$ cat config.mk
export PLATFORM = sky130hd
export DESIGN_NAME = mac_irq_status_phy_mgmt
export DESIGN_NICKNAME = d
export VERILOG_FILES = /design/src/pkg/mac_status_pkg.sv /design/src/design/mac_irq_status_phy_mgmt.sv
export SDC_FILE = /design/constraint.sdc
export NUM_CORES = 1
export LEC_CHECK = 0
export BUFFER_PORTS_ARGS = -buffer_cell sky130_fd_sc_hd__buf_2
export CAP_MARGIN = 20
export CORE_MARGIN = 2
export CORE_UTILIZATION = 37
export CTS_BUF_LIST = sky130_fd_sc_hd__clkbuf_8
export CTS_CLUSTER_SIZE = 28
export DETAILED_ROUTE_END_ITERATION = 10
export HOLD_SLACK_MARGIN = 0.12
export PLACE_DENSITY_LB_ADDON = 0.08
export SYNTH_ARGS = -nofsm -noshare
export SYNTH_HDL_FRONTEND = slang
export SYNTH_SLANG_ARGS = --single-unit
export TNS_END_PERCENT = 1
$ cat constraint.sdc
create_clock -name aclk -period 2.65 [get_ports aclk]
set_input_delay 0.6625 -clock aclk [delete_from_list [all_inputs] [get_ports aclk]]
set_output_delay 0.6625 -clock aclk [all_outputs]
set_load 0.1 [all_outputs]
$ cat src/pkg/mac_status_pkg.sv
// Constants and carrier types for the MAC status and PHY management block
package mac_status_pkg;
	localparam logic [7:0] off_rx_status = 8'h00;
	localparam logic [7:0] off_irq_status = 8'h04;
	localparam logic [7:0] off_irq_enable = 8'h08;
	localparam logic [7:0] off_irq_disable = 8'h0c;
	localparam logic [7:0] off_irq_mask = 8'h10;
	localparam logic [7:0] off_phy_maintenance = 8'h14;
	localparam logic [7:0] off_hash_filter_high = 8'h18;
	localparam logic [7:0] off_net_status_reg = 8'h1c;
	localparam logic [7:0] off_mgmt_config = 8'h20;
	localparam int rx_no_buffer = 0;
	localparam int rx_frame_stored = 1;
	localparam int rx_overrun_flag = 2;
	localparam int irq_mgmt_done = 0;
	localparam int rx_done_irq = 1;
	localparam int rx_no_buffer_irq = 2;
	localparam int tx_queue_overwrite_irq = 3;
	localparam int tx_underrun_irq = 4;
	localparam int retry_limit_irq = 5;
	localparam int tx_slot_free_irq = 6;
	localparam int tx_done_irq = 7;
	localparam int tx_all_sent_irq = 8;
	localparam int irq_link = 9;
	localparam int rx_overflow_irq = 10;
	localparam int irq_bus_error = 11;
	localparam int irq_bits = 12;
	localparam int ns_link = 0;
	localparam int ns_mdio = 1;
	localparam int ns_idle = 2;
	localparam int op_msb = 29;
	localparam int op_lsb = 28;
	localparam logic [1:0] op_read = 2'b10;
	localparam logic [1:0] op_write = 2'b01;
	localparam int mgmt_frame_bits = 32;
	localparam int mgmt_turn_bit = 16;
	localparam logic [15:0] mask_reset = 16'hffff;
	localparam logic [1:0] div_sel_reset = 2'b10;
	localparam logic [5:0] div_half_base = 6'h04;
	localparam logic [1:0] resp_okay = 2'b00;
	localparam logic [1:0] resp_decerr = 2'b11;

	typedef struct packed {
		logic fetch_done;
		logic fetch_cpu_owned;
		logic frame_start;
		logic frame_stored;
		logic overrun;
	} rx_dma_ev_t;

	typedef struct packed {
		logic reg_write;
		logic slot_free;
		logic underrun;
		logic retry_limit;
		logic frame_done;
		logic all_sent;
		logic bus_error;
	} tx_dma_ev_t;

	typedef struct packed {
		logic mdc;
		logic mdio_o;
		logic mdio_oe;
	} mdio_out_t;
endpackage : mac_status_pkg

$ cat src/design/mac_irq_status_phy_mgmt.sv
// Status flags, interrupt registers, MDIO engine and hash-high of the MAC
// Notes on behaviour
// Failed descriptor fetch owned by processor sets receive no-buffer flag.
// After a failed fetch, refetch the pointer at each new frame start.
// Every failed fetch sets no-buffer again, regardless of prior clears.
// Receive status bits 0..2 clear only by writing one.
// Overrun sets status bit 2, recovers buffer, mirrors to interrupt bit 10.
// Interrupt status holds twelve event bits, all cleared when read.
// Transmit register write while slot not free raises overwrite flag.
// Transmit DMA data fetch too late raises underrun flag.
// Slot-free flag set when slot frees, cleared when queue full or read.
// All frames sent sets idle flag; each finished frame sets done flag.
// Error response seen by DMA raises bus-error flag.
// Any change of the link pin raises the link flag.
// Enable register write enables each source whose bit is one.
// Disable register write disables each source whose bit is one.
// Mask register reads masked sources; resets to all sixteen set.
// Writing maintenance loads shifter and starts frame; read gives shifter.
// Each shift drives MDIO from MSB and takes sampled pin into LSB.
// Frame end raises management-done flag and sets status idle bit.
// Operation bits 29:28: 10 read, 01 write, others invalid.
// Software writes code bits 10, bit 30 one, bit 31 zero.
// Low sixteen bits carry write data or read result; address fields above.
// Hash-high register holds filter bits 63:32, read/write, resets zero.
// MDC is clock over 8, 16, 32 or 64; reset selects 32.
// With hashing on, CRC index picking a set hash bit accepts frame.
// Network status bit 2 reads one while no management frame shifts.
// Frame shifts 32 bits MSB first; PHY drives last sixteen on read.
// Enable ones clear mask bits, disable ones set them; zeros ignored.
//
// The AXI4-Lite register port and the register addresses were left to the implementer.
module mac_irq_status_phy_mgmt (
	input wire logic aclk,
	input wire logic aresetn,
	input wire logic [7:0] s_axi_awaddr,
	input wire logic s_axi_awvalid,
	output logic s_axi_awready,
	input wire logic [31:0] s_axi_wdata,
	input wire logic [3:0] s_axi_wstrb,
	input wire logic s_axi_wvalid,
	output logic s_axi_wready,
	output logic [1:0] s_axi_bresp,
	output logic s_axi_bvalid,
	input wire logic s_axi_bready,
	input wire logic [7:0] s_axi_araddr,
	input wire logic s_axi_arvalid,
	output logic s_axi_arready,
	output logic [31:0] s_axi_rdata,
	output logic [1:0] s_axi_rresp,
	output logic s_axi_rvalid,
	input wire logic s_axi_rready,
	input wire mac_status_pkg::rx_dma_ev_t rx_ev,
	input wire mac_status_pkg::tx_dma_ev_t tx_ev,
	output logic rx_refetch,
	output logic rx_buffer_recover,
	input wire logic link_pin,
	input wire logic mdio_i,
	output mac_status_pkg::mdio_out_t mdio_out,
	input wire logic hash_enable,
	input wire logic [5:0] crc_index,
	input wire logic [31:0] hash_filter_low,
	output logic hash_hit,
	output logic irq
);
	import mac_status_pkg::*;

	typedef struct packed {
		logic awready;
		logic wready;
		logic bvalid;
		logic [1:0] bresp;
		logic arready;
		logic rvalid;
		logic [1:0] rresp;
		logic [31:0] rdata;
		logic aw_have;
		logic [7:0] awaddr;
		logic w_have;
		logic [31:0] wdata;
		logic [3:0] wstrb;
		logic [2:0] rx_status;
		logic [11:0] isr;
		logic [15:0] mask;
		logic [31:0] sr;
		logic busy;
		// Read frame: the PHY owns the wire for the data half
		logic rd_op;
		logic [4:0] bits;
		logic [5:0] cnt;
		logic sample;
		mdio_out_t mdio;
		logic [1:0] div_sel;
		logic [31:0] hash_high;
		logic link_prev;
		logic slot_prev;
		logic fetch_failed;
		logic refetch;
		logic recover;
		logic irq;
		logic hash_hit;
	} state_t;

	state_t s;
	state_t next_s;

	// True when the byte address names a register of this block
	function automatic logic mapped(input logic [7:0] a);
		mapped = (a == off_rx_status) || (a == off_irq_status) ||
			(a == off_irq_enable) || (a == off_irq_disable) ||
			(a == off_irq_mask) || (a == off_phy_maintenance) ||
			(a == off_hash_filter_high) || (a == off_net_status_reg) ||
			(a == off_mgmt_config);
	endfunction : mapped

	// Bytes with a strobe take the new value, others keep the old one
	function automatic logic [31:0] merge(input logic [31:0] old,
		input logic [31:0] nw, input logic [3:0] strb);
		logic [31:0] m;
		m = {{8{strb[3]}}, {8{strb[2]}}, {8{strb[1]}}, {8{strb[0]}}};
		merge = (old & ~m) | (nw & m);
	endfunction : merge

	// A fetch that finds the descriptor still owned by software
	function automatic logic fetch_refused(input rx_dma_ev_t ev);
		fetch_refused = ev.fetch_done && ev.fetch_cpu_owned;
	endfunction : fetch_refused

	logic do_write;
	logic do_read;
	logic [31:0] wval;
	logic [31:0] ones;
	logic [11:0] irq_set;
	logic [5:0] half;
	logic [63:0] hash_all;

	always_comb begin
		next_s = s;
		do_write = s.aw_have && s.w_have && !s.bvalid;
		do_read = s_axi_arvalid && s.arready;
		wval = s.wdata;
		ones = merge(32'h0000_0000, s.wdata, s.wstrb);
		irq_set = 12'h000;
		half = div_half_base << s.div_sel;
		hash_all = {s.hash_high, hash_filter_low};
		next_s.refetch = 1'b0;
		next_s.recover = 1'b0;

		// Write channel: address and data latch independently
		if (s_axi_awvalid && s.awready) begin
			next_s.aw_have = 1'b1;
			next_s.awaddr = s_axi_awaddr;
		end
		if (s_axi_wvalid && s.wready) begin
			next_s.w_have = 1'b1;
			next_s.wdata = s_axi_wdata;
			next_s.wstrb = s_axi_wstrb;
		end
		if (s.bvalid && s_axi_bready) begin
			next_s.bvalid = 1'b0;
		end

		// Receive DMA fetch tracking
		if (fetch_refused(rx_ev)) begin
			next_s.fetch_failed = 1'b1;
		end else if (rx_ev.fetch_done) begin
			next_s.fetch_failed = 1'b0;
		end
		if (s.fetch_failed && rx_ev.frame_start) begin
			next_s.refetch = 1'b1;
		end
		if (rx_ev.overrun) begin
			next_s.recover = 1'b1;
		end

		// Management engine timing
		if (s.busy) begin
			next_s.cnt = s.cnt + 6'h01;
			if (s.cnt == half - 6'h01) begin
				next_s.cnt = 6'h00;
				if (!s.mdio.mdc) begin
					next_s.mdio.mdc = 1'b1;
					next_s.sample = mdio_i;
				end else begin
					next_s.mdio.mdc = 1'b0;
					next_s.sr = {s.sr[30:0], s.sample};
					next_s.bits = s.bits + 5'h01;
					if (s.bits == 5'(mgmt_frame_bits - 1)) begin
						next_s.busy = 1'b0;
						irq_set[irq_mgmt_done] = 1'b1;
					end
				end
			end
		end

		// Event sources into interrupt status
		irq_set[rx_done_irq] = rx_ev.frame_stored;
		irq_set[rx_no_buffer_irq] = fetch_refused(rx_ev);
		irq_set[tx_queue_overwrite_irq] = tx_ev.reg_write &&
			!tx_ev.slot_free;
		irq_set[tx_underrun_irq] = tx_ev.underrun;
		irq_set[retry_limit_irq] = tx_ev.retry_limit;
		irq_set[tx_slot_free_irq] = tx_ev.slot_free && !s.slot_prev;
		irq_set[tx_done_irq] = tx_ev.frame_done;
		irq_set[tx_all_sent_irq] = tx_ev.all_sent;
		irq_set[irq_link] = link_pin != s.link_prev;
		irq_set[rx_overflow_irq] = rx_ev.overrun;
		irq_set[irq_bus_error] = tx_ev.bus_error;
		// Edge detectors reset low: a pin high at reset gives one edge
		next_s.link_prev = link_pin;
		next_s.slot_prev = tx_ev.slot_free;

		// Register writes
		if (do_write) begin
			next_s.aw_have = 1'b0;
			next_s.w_have = 1'b0;
			next_s.bvalid = 1'b1;
			next_s.bresp = mapped(s.awaddr) ? resp_okay : resp_decerr;
			unique case (s.awaddr)
				off_rx_status: begin
					next_s.rx_status = s.rx_status & ~ones[2:0];
				end
				off_irq_enable: begin
					next_s.mask = s.mask & ~ones[15:0];
				end
				off_irq_disable: begin
					next_s.mask = s.mask | ones[15:0];
				end
				off_phy_maintenance: begin
					// Restarts any frame under way; the old one is lost
					wval = merge(s.sr, s.wdata, s.wstrb);
					next_s.sr = wval;
					next_s.busy = 1'b1;
					// Direction latched now; the op field shifts away mid-frame
					next_s.rd_op = wval[op_msb:op_lsb] == op_read;
					next_s.bits = 5'h00;
					next_s.cnt = 6'h00;
					next_s.mdio.mdc = 1'b0;
				end
				off_hash_filter_high: begin
					next_s.hash_high = merge(s.hash_high, s.wdata,
						s.wstrb);
				end
				off_mgmt_config: begin
					if (s.wstrb[0]) begin
						next_s.div_sel = s.wdata[1:0];
					end
				end
				default: begin
				end
			endcase
		end

		// Receive status: hardware set wins over software clear
		next_s.rx_status[rx_no_buffer] = next_s.rx_status[rx_no_buffer] |
			fetch_refused(rx_ev);
		next_s.rx_status[rx_frame_stored] =
			next_s.rx_status[rx_frame_stored] | rx_ev.frame_stored;
		next_s.rx_status[rx_overrun_flag] =
			next_s.rx_status[rx_overrun_flag] | rx_ev.overrun;

		// Reads; interrupt status clears on the read that returns it
		if (s.rvalid && s_axi_rready) begin
			next_s.rvalid = 1'b0;
		end
		if (do_read) begin
			next_s.rvalid = 1'b1;
			next_s.rresp = mapped(s_axi_araddr) ? resp_okay : resp_decerr;
			next_s.rdata = 32'h0000_0000;
			unique case (s_axi_araddr)
				off_rx_status: begin
					next_s.rdata[2:0] = s.rx_status;
				end
				off_irq_status: begin
					next_s.rdata[11:0] = s.isr;
					next_s.isr = 12'h000;
				end
				off_irq_mask: begin
					next_s.rdata[15:0] = s.mask;
				end
				off_phy_maintenance: begin
					next_s.rdata = s.sr;
				end
				off_hash_filter_high: begin
					next_s.rdata = s.hash_high;
				end
				off_net_status_reg: begin
					next_s.rdata[ns_link] = link_pin;
					next_s.rdata[ns_mdio] = mdio_i;
					next_s.rdata[ns_idle] = !s.busy;
				end
				off_mgmt_config: begin
					next_s.rdata[1:0] = s.div_sel;
				end
				default: begin
				end
			endcase
		end
		next_s.isr = next_s.isr | irq_set;
		if (!tx_ev.slot_free) begin
			next_s.isr[tx_slot_free_irq] = irq_set[tx_slot_free_irq];
		end

		next_s.awready = !next_s.aw_have;
		next_s.wready = !next_s.w_have;
		next_s.arready = !next_s.rvalid;

		// Pin drive follows the shifter; released for read data phase
		next_s.mdio.mdio_o = next_s.busy ? next_s.sr[31] : 1'b0;
		next_s.mdio.mdio_oe = next_s.busy &&
			((next_s.bits < 5'(mgmt_turn_bit)) ||
			!next_s.rd_op);
		next_s.irq = |(next_s.isr & ~next_s.mask[11:0]);
		// Lookup result lags its inputs by one clock
		next_s.hash_hit = hash_enable && hash_all[crc_index];
	end

	always_ff @(posedge aclk) begin
		if (!aresetn) begin
			s <= '0;
			s.mask <= mask_reset;
			s.div_sel <= div_sel_reset;
			s.awready <= 1'b1;
			s.wready <= 1'b1;
			s.arready <= 1'b1;
		end else begin
			s <= next_s;
		end
	end

	assign s_axi_awready = s.awready;
	assign s_axi_wready = s.wready;
	assign s_axi_bvalid = s.bvalid;
	assign s_axi_bresp = s.bresp;
	assign s_axi_arready = s.arready;
	assign s_axi_rvalid = s.rvalid;
	assign s_axi_rresp = s.rresp;
	assign s_axi_rdata = s.rdata;
	assign rx_refetch = s.refetch;
	assign rx_buffer_recover = s.recover;
	assign mdio_out = s.mdio;
	assign hash_hit = s.hash_hit;
	assign irq = s.irq;
endmodule : mac_irq_status_phy_mgmt

# Word level (Yosys, flattened, before mapping)
# Cells that the tools add are included.
word_totals:
  ff_bits: 208
  input_bits: 112
  out_inout_bits: 48
  elab_cells: 172
classes:
  add_sub_neg: 3
  order_cmp: 2
  n_eq_ne: 20
  shifts: 1
  n_mux: 44
  n_bitwise: 18
  n_reduce_logical: 49
ops:
  columns: ["op", "count"]
  rows:
  - ["33-bit two-way mux", 3]
  - ["32-bit bitwise AND", 3]
  - ["8-bit by 5-bit == test with 1-bit output, second input constant", 8]
  - ["32-bit bitwise OR", 2]
  - ["16-bit one-hot mux with 2 select lines", 2]
  - ["57-bit two-way mux", 1]
  - ["45-bit two-way mux", 1]
  - ["37-bit two-way mux", 1]
  - ["9-bit one-hot mux with 4 select lines", 1]
  - ["35-bit two-way mux", 1]
  - ["8-bit by 4-bit == test with 1-bit output, second input constant", 4]
  - ["32-bit NOT", 1]
  - ["13-bit two-way mux", 2]
  - ["12-bit two-way mux", 2]
  - ["1-bit two-way mux", 19]
  - ["1-bit logical OR", 17]
  - ["16-bit bitwise AND", 1]
  - ["8-bit by 3-bit == test with 1-bit output, second input constant", 2]
  - ["8-bit by 6-bit == test with 1-bit output, second input constant", 2]
  - ["8-bit zero test", 2]
  - ["16-bit NOT", 1]
  - ["16-bit bitwise OR", 1]
  - ["2-bit one-hot mux with 7 select lines", 1]
  - ["1-bit logical AND", 13]
  - ["29 further kinds", 46]

# Logic depth before layout (Yosys ltp)
# Gate-level depths: netlist of the first run.
logic_depth:
  depth_word: 12
  depth_mapped: 9

# Worst setup path after synthesis of the first run
# OpenSTA, ideal clock, no wires.
synth_timing:
  path_kind: "reg2reg"
  startpoint: "reg s (netlist bit s_axi_arready)"
  endpoint: "reg s (netlist bit irq)"
  setup_ns: 0.120
  arrival_ns: 2.589
  path_slack_ns: -0.059
  stages_incl_launch_ff: 8
  path_buffers: 1
  synth_period_minus_slack_ns: 2.709
  cell_sequence: "dfxtp_1 nand2_1 or3_4 buf_6 a21o_1 a32oi_1 nand4_1 o31a_1"
synth_via:
  elab_chain_cells: 6
synth_lines:
  columns: ["element", "line", "rtl"]
  rows:
  - ["start, declared", "mac_irq_status_phy_mgmt.sv:103", "state_t s;"]
  - ["start signal, assigned", "mac_irq_status_phy_mgmt.sv:326", "s <= next_s;"]
  - ["1-bit logical AND *", "mac_irq_status_phy_mgmt.sv:139", "do_read = s_axi_arvalid && s.arready;"]
  - ["12-bit two-way mux *", "mac_irq_status_phy_mgmt.sv:265", "if (do_read) begin"]
  - ["12-bit bitwise OR *", "mac_irq_status_phy_mgmt.sv:298", "next_s.isr = next_s.isr | irq_set;"]
  - ["1-bit two-way mux", "mac_irq_status_phy_mgmt.sv:299", "if (!tx_ev.slot_free) begin"]
  - ["12-bit bitwise AND *", "mac_irq_status_phy_mgmt.sv:312", "next_s.irq = |(next_s.isr & ~next_s.mask[11:0]);"]
  - ["12-bit OR reduction *", "mac_irq_status_phy_mgmt.sv:312", null]
# Mark *: on every way between the ends. The rest lies on a longest branch, timed or not.
# A chain may end at the register's enable or synchronous reset.

==> results.sh, run 1 <==
export IMPL_first_iter_violations=560
export IMPL_drive_above_1_share=0.2457
export IMPL_cap_violations=0
export IMPL_ios=160
export IMPL_synth_fp_nets=1181
export IMPL_gp_congestion=0.7917
export IMPL_crit_slowest_cell="or4_1"
export IMPL_synth_enable_flop_cells=0
export IMPL_finClkSkew_ns=0.01343
export IMPL_crit_start="s[48]"
export IMPL_antennaDiodeCount=0
export IMPL_synth_adder_area_share=0.004093
export IMPL_yosysTopAreaCell="dfxtp_1"
export IMPL_netlist_top_cells_area="dfxtp_1, nand2_1, a21oi_1"
export IMPL_rows=57
export IMPL_final_max_slew_viol_count=0
export IMPL_ctsResizeCount=0
export IMPL_synthTopCellsByCount="nand2_1, dfxtp_1, a21oi_1"
export IMPL_synth_avg_cell_area_um2=8.603
export IMPL_worst_path_buf_inv=0
export IMPL_routed_via_density=5.273
export IMPL_setup_viol=0
export IMPL_async_flop_share=0
export IMPL_ir_drop_v=0.0004402
export IMPL_coreArea_um2=24320
export IMPL_antenna_found_initial=0
export IMPL_dr_total_vias=8189
export IMPL_final_util=0.4516
export IMPL_firstDrtPassIters=6
export IMPL_synthCells=1066
export IMPL_cp_depth=6
export IMPL_post_dp_hpwl_um=20830
export IMPL_cts_sinks=206
export IMPL_clkTransAtPathRegs_ns=0.06
export IMPL_worstSetupStartpointType="flip-flop"
export IMPL_ys_ff_latch=206
export IMPL_wl_per_cell_um=18.16
export IMPL_drtAntennaViolNets=0
export IMPL_fin_nets=1322
export IMPL_yosysMostFrequentCell="nand2_1"
export IMPL_finalHoldViolations=0
export IMPL_clock_latency_ns=0.53
export IMPL_timing_critical_path_arrival_ns=2.87
export IMPL_critPathMaxStageDelay_ns=0.50
export IMPL_cts_made_buffers=38
export IMPL_grt_max_degree=45
export IMPL_status="finished clean"
export IMPL_synthMuxAreaShare=0.07490
export IMPL_clock_fmax_mhz=409.3
export IMPL_synthDistinctLibCells=61
export IMPL_hold_class="in -> reg"
export IMPL_worst_pin_slew_ns=0.6951
export IMPL_h_tree_depth=2
export IMPL_grt_first_pass_wirelength_um=43790
export IMPL_cts_hold_buffers_added=0
export IMPL_crit_family="simple AND/OR/NAND/NOR gates"
export IMPL_path_class="reg -> reg"
export IMPL_leakage_nw=4.472
export IMPL_cts_root_buffer="clkbuf_8"
export IMPL_hold_ws_ns=0.3391
export IMPL_synth_warnings=0
export IMPL_port_buffers=159
export IMPL_p_total_mw=7.028
export IMPL_seq_area_frac_synth=0.4497
export IMPL_power_density_nw_per_um2=640.0
export IMPL_path_cells="or4_1 > a211oi_2 > o21bai_1 > nor3_2 > nor2_1 > a31o_2"
export IMPL_grt_usage=0.2128
export IMPL_r2r_cells=6
export IMPL_syn_cell_area_um2=9171
export IMPL_yosys_area_share_xor_xnor=0.009550
export IMPL_finalCritPeriodShare=0.9219
export IMPL_rsz0062_at_grt="false"
export IMPL_gr_total_overflow=0
export IMPL_drc=0
export IMPL_wl_um=28210
export IMPL_yosysTopAreaCellShare=0.4497
export IMPL_die_w_um=161.4
export IMPL_clk_path_buf_depth=3
export IMPL_cp_data_required_time_ns=3.07
export IMPL_end_kind="flip-flop"
export IMPL_ff2ff_setup_slack_ns=0.21
export IMPL_synth_ff_type="dfxtp_1"
export IMPL_cts_setup_buffers=0
export IMPL_path_max_fanout=7
export IMPL_area_growth_pct=19.74
export IMPL_dieArea_um2=26060
export IMPL_cts_tree="yes"
export IMPL_period_needed_ns=2.443
export IMPL_dieHeight_um=161.4
export IMPL_start_util=0.3771
export IMPL_r2r_start="s[48]"
export IMPL_synth_compound_gate_area_share=0.1739
export IMPL_first_global_vias=7740
export IMPL_synth_top_family_by_area="simple AND/OR/NAND/NOR gates"
export IMPL_fin_cells=1553
export IMPL_synth_simple_area_share=0.2127
export IMPL_dp_cells=1491
export IMPL_relSlewSlack=0.5366
[power breakdown]
part | switching, mW | internal (mW)
logic | 0.520 | 0.245
clock network | 1.29 | 1.68
registers | 0.102 | 3.19
total | 1.91 | 5.11
[cells by family (layout without fill, tap and decap cells)]
group                      Yosys count  in the layout
xor gates and xnor gates            10             10
adders and majority gates            3              3
DFF                                206            206
muxes                               43             43
and+or+nand+nor                    432            432
AOI/OAI and AO/OA                  236            236
buffers and inverters              136            299
[metal layers]
metal	vias up	part of all wire	global-route usage	routed length, um
li1	4032	-	-	-
met1	3872	0.49	0.3158	13870
met2	255	0.43	0.3213	12110
met3	30	0.068	0.03775	1910
met4	0	0.011	0.04748	320
met5	-	0	0	0
[worst min-delay path by stage]
stage	from	end	depth (start not counted)	slack, ns
CTS	crc_index[4]	hash_hit	2	0.32
floorplan	s_axi_rdata[0]	s_axi_rdata[0]	2	0.44
global route	crc_index[4]	hash_hit	2	0.34
global placement	flip-flop	flip-flop	2	0.45
detailed placement	flip-flop	flip-flop	2	0.46
finish	crc_index[4]	hash_hit	2	0.34
[through the flow]
step | cell area (um^2) | setup TNS, ns | worst slack, ns
finish | 10980 | 0 | 0.2069
global route | 10980 | 0 | 0.08091
detailed placement | 10250 | -0.1452 | -0.1452
CTS | 10980 | 0 | 0.2164
floorplan | 9173 | 0 | 0.06903
global placement | 10250 | -0.1185 | -0.1185
[cell usage in the layout, fill, tap and decap left out, types with 16 or more instances in the layout]
| cell | synthesis | layout |
|---|---|---|
| mux2i_1 | 21 | 21 |
| nor2_1 | 78 | 77 |
| buf_2 | 8 | 159 |
| buf_4 | 39 | 45 |
| a22oi_1 | 17 | 17 |
| a222oi_1 | 16 | 16 |
| clkbuf_8 | 0 | 47 |
| o221ai_1 | 17 | 17 |
| dfxtp_1 | 206 | 205 |
| a21oi_1 | 108 | 108 |
| nand4_1 | 18 | 18 |
| a221oi_1 | 17 | 17 |
| inv_1 | 27 | 39 |
| nor3_1 | 23 | 23 |
| and2_1 | 32 | 32 |
| nand3_1 | 20 | 20 |
| nand2_1 | 223 | 223 |
| mux4_2 | 20 | 20 |
[worst register-to-register path: cells and delay by family (launching register included)]
kind	cells	cell delay, ns
simple gates	3	1.24
compound gates	3	0.76
flops	1	0.37
[area by class of cell]
| type | count | area [um^2] |
|---|---|---|
| clock inverters | 15 | 86.33 |
| inverters | 27 | 103.9 |
| well taps | 324 | 405.4 |
| flip-flops and latches | 206 | 4125 |
| fillers | 2462 | 13340 |
| repair buffers | 210 | 1254 |
| clock buffers | 47 | 646.9 |
| multi-input cells | 724 | 4360 |
No activity file was read; power rests on OpenSTA's default activity.
==> inputs of run 2 (changes only) <==
--- a/config.mk
+++ b/config.mk
@@ -5,6 +5,7 @@
 export SDC_FILE = /design/constraint.sdc
 export NUM_CORES = 1
 export LEC_CHECK = 0
+export ABC_AREA = 1
 export BUFFER_PORTS_ARGS = -buffer_cell sky130_fd_sc_hd__buf_2
 export CAP_MARGIN = 20
 export CORE_MARGIN = 2
==> run 2 against run 1 <==
The run now ends with DRC left. Via count rose by 15%. Wire length up 7.6%. Worst setup slack gained 0.28 ns. Final cell count is 24% higher. Final area rose by 4.0%. Flip-flop and latch count is the same. Power up 0.89%. Utilization shrank 1.5 points. Fmax is 13% higher. Sequential share of layout area shrank 1.4 points. Combinational power grew 8.6%. Synthesized cell count rose by 36%. Critical path type unchanged. Largest power group unchanged. Highest routed layer unchanged.
==> results.sh, run 2 <==
export IMPL_grt_first_pass_wirelength_um=48340
export IMPL_synthTopCellsByCount="nand2_1, dfxtp_1, inv_1"
export IMPL_setup_viol=0
export IMPL_setup_ws_ns=0.4885
export IMPL_finalHoldViolations=0
export IMPL_ir_drop_v=0.0003881
export IMPL_synth_avg_cell_area_um2=6.812
export IMPL_clk_path_buf_depth=3
export IMPL_place_area_um2=10680
export IMPL_first_global_vias=8777
export IMPL_cts_sinks=206
export IMPL_relSlewSlack=0.6573
export IMPL_end_kind="flip-flop"
export IMPL_start_util=0.3785
export IMPL_dr_total_vias=9420
export IMPL_power_density_nw_per_um2=621.0
export IMPL_hold_ws_ns=0.3419
export IMPL_ctsResizeCount=0
export IMPL_yosysTopAreaCell="dfxtp_1"
export IMPL_finClkSkew_ns=0.01514
export IMPL_status="finished, violations left"
export IMPL_cp_data_required_time_ns=3.05
export IMPL_netlist_top_cells_area="dfxtp_1, nand2_1, a21oi_1"
export IMPL_synth_warnings=0
export IMPL_dieArea_um2=28060
export IMPL_clock_fmax_mhz=462.7
export IMPL_layout_common_cells="nand2_1, dfxtp_1, inv_1, buf_2, nor2_1"
export IMPL_path_max_fanout=15
export IMPL_post_dp_hpwl_um=22170
export IMPL_place_ws_ns=0.2807
export IMPL_fin_setup_tns_ns=0
export IMPL_period_needed_ns=2.161
export IMPL_final_util=0.4369
export IMPL_coreArea_um2=26130
export IMPL_p_total_mw=7.091
export IMPL_first_iter_violations=733
export IMPL_antennaDiodeCount=0
export IMPL_rsz0062_at_grt="false"
export IMPL_violations="DRC"
export IMPL_cts_hold_buffers_added=0
export IMPL_h_tree_depth=2
export IMPL_cts_root_buffer="clkbuf_8"
export IMPL_cts_tree="yes"
export IMPL_routed_via_density=4.904
export IMPL_port_buffers=159
export IMPL_die_w_um=167.5
export IMPL_synthCells=1452
export IMPL_fillers=2846
export IMPL_synth_enable_flop_cells=0
export IMPL_antenna_found_initial=0
export IMPL_gp_congestion=0.8419
export IMPL_timing_critical_path_arrival_ns=2.56
export IMPL_fin_nets=1675
export IMPL_gr_total_overflow=0
export IMPL_wl_per_cell_um=15.80
export IMPL_cts_setup_buffers=0
export IMPL_area_growth_pct=15.45
export IMPL_hold_class="in -> reg"
export IMPL_synthDistinctLibCells=43
export IMPL_drive_above_1_share=0.1658
export IMPL_leakage_nw=5.122
export IMPL_dieHeight_um=167.5
export IMPL_clock_latency_ns=0.53
export IMPL_finalCritPeriodShare=0.8156
export IMPL_drtAntennaViolNets=0
export IMPL_fin_cells=1921
export IMPL_grt_max_degree=64
export IMPL_cap_violations=0
export IMPL_final_max_slew_viol_count=0
export IMPL_synth_fp_nets=1567
export IMPL_seq_area_frac_synth=0.4170
export IMPL_async_flop_share=0
export IMPL_wl_um=30350
export IMPL_worstSetupStartpointType="flip-flop"
export IMPL_ff2ff_setup_slack_ns=0.49
export IMPL_worst_pin_slew_ns=0.5101
export IMPL_drc=17
export IMPL_yosysMostFrequentCell="nand2_1"
export IMPL_yosysTopAreaCellShare=0.4170
export IMPL_rows=59
export IMPL_r2r_cells=9
export IMPL_cts_made_buffers=37
export IMPL_final_common_cell="nand2_1"
export IMPL_clkTransAtPathRegs_ns=0.06
export IMPL_ys_ff_latch=206
export IMPL_hold_path_depth=2
export IMPL_syn_cell_area_um2=9891
export IMPL_finish_instance_area_um2=11420
export IMPL_ios=160
export IMPL_grt_usage=0.2159
export IMPL_path_class="reg -> reg"
export IMPL_synth_ff_type="dfxtp_1"
export IMPL_firstDrtPassIters=8
export IMPL_dp_cells=1856
-- run 2: metal layers --
metal / track usage / share of wire
met5: 0 / 0
met4: 0.04612 / 0.015
met3: 0.04207 / 0.069
met2: 0.3054 / 0.39
met1: 0.3356 / 0.52
-- run 2: path summary, 6_finish.rpt --
path / endpoint / startpoint
worst max-delay path: s[87] / s[165]
worst min-delay path: s[4] / rx_ev[4]
worst max register to register: s[87] / s[165]
worst min register to register: rx_refetch / s[4]
-- run 2: cell type report --
| type | instances | area [um^2] | share of cell area |
|---|---|---|---|
| clock buffer | 48 | 660.6 | 0.05786 |
| inverter | 161 | 604.3 | 0.05293 |
| tap | 335 | 419.2 | 0.03671 |
| sequential | 206 | 4124 | 0.3612 |
| timing repair buffer | 181 | 998.5 | 0.08744 |
| multi-input combinational | 973 | 4533 | 0.3970 |
| clock inverter | 17 | 78.83 | 0.006903 |
-- run 2: report_power, final --
part	switching, mW	internal, mW
Sequential	0.0677	3.21
Combinational	0.612	0.219
Clock	1.36	1.62
Total	2.04	5.05
-- run 2: logic make-up (layout without fill, tap and decap cells) --
family / Yosys count / after routing / share of synthesized area
and+or+nand+nor: 636 / 636 / 0.2648
adders and majority gates: 3 / 3 / 0.003795
xor gates and xnor gates: 11 / 11 / 0.009741
AOI/OAI and AO/OA: 323 / 323 / 0.1798
buffers and inverters: 273 / 407 / 0.1250
DFF: 206 / 206 / 0.4170
-- run 2: worst max-delay path, cell delays in order (launching register included) --
cell     delay (ns)
dfxtp_1        0.32
nor2_2         0.16
nand3_1        0.17
nor2_1         0.15
nand2_2        0.23
inv_2          0.29
nor2_1         0.09
inv_1          0.34
buf_4          0.22
o22ai_1        0.07
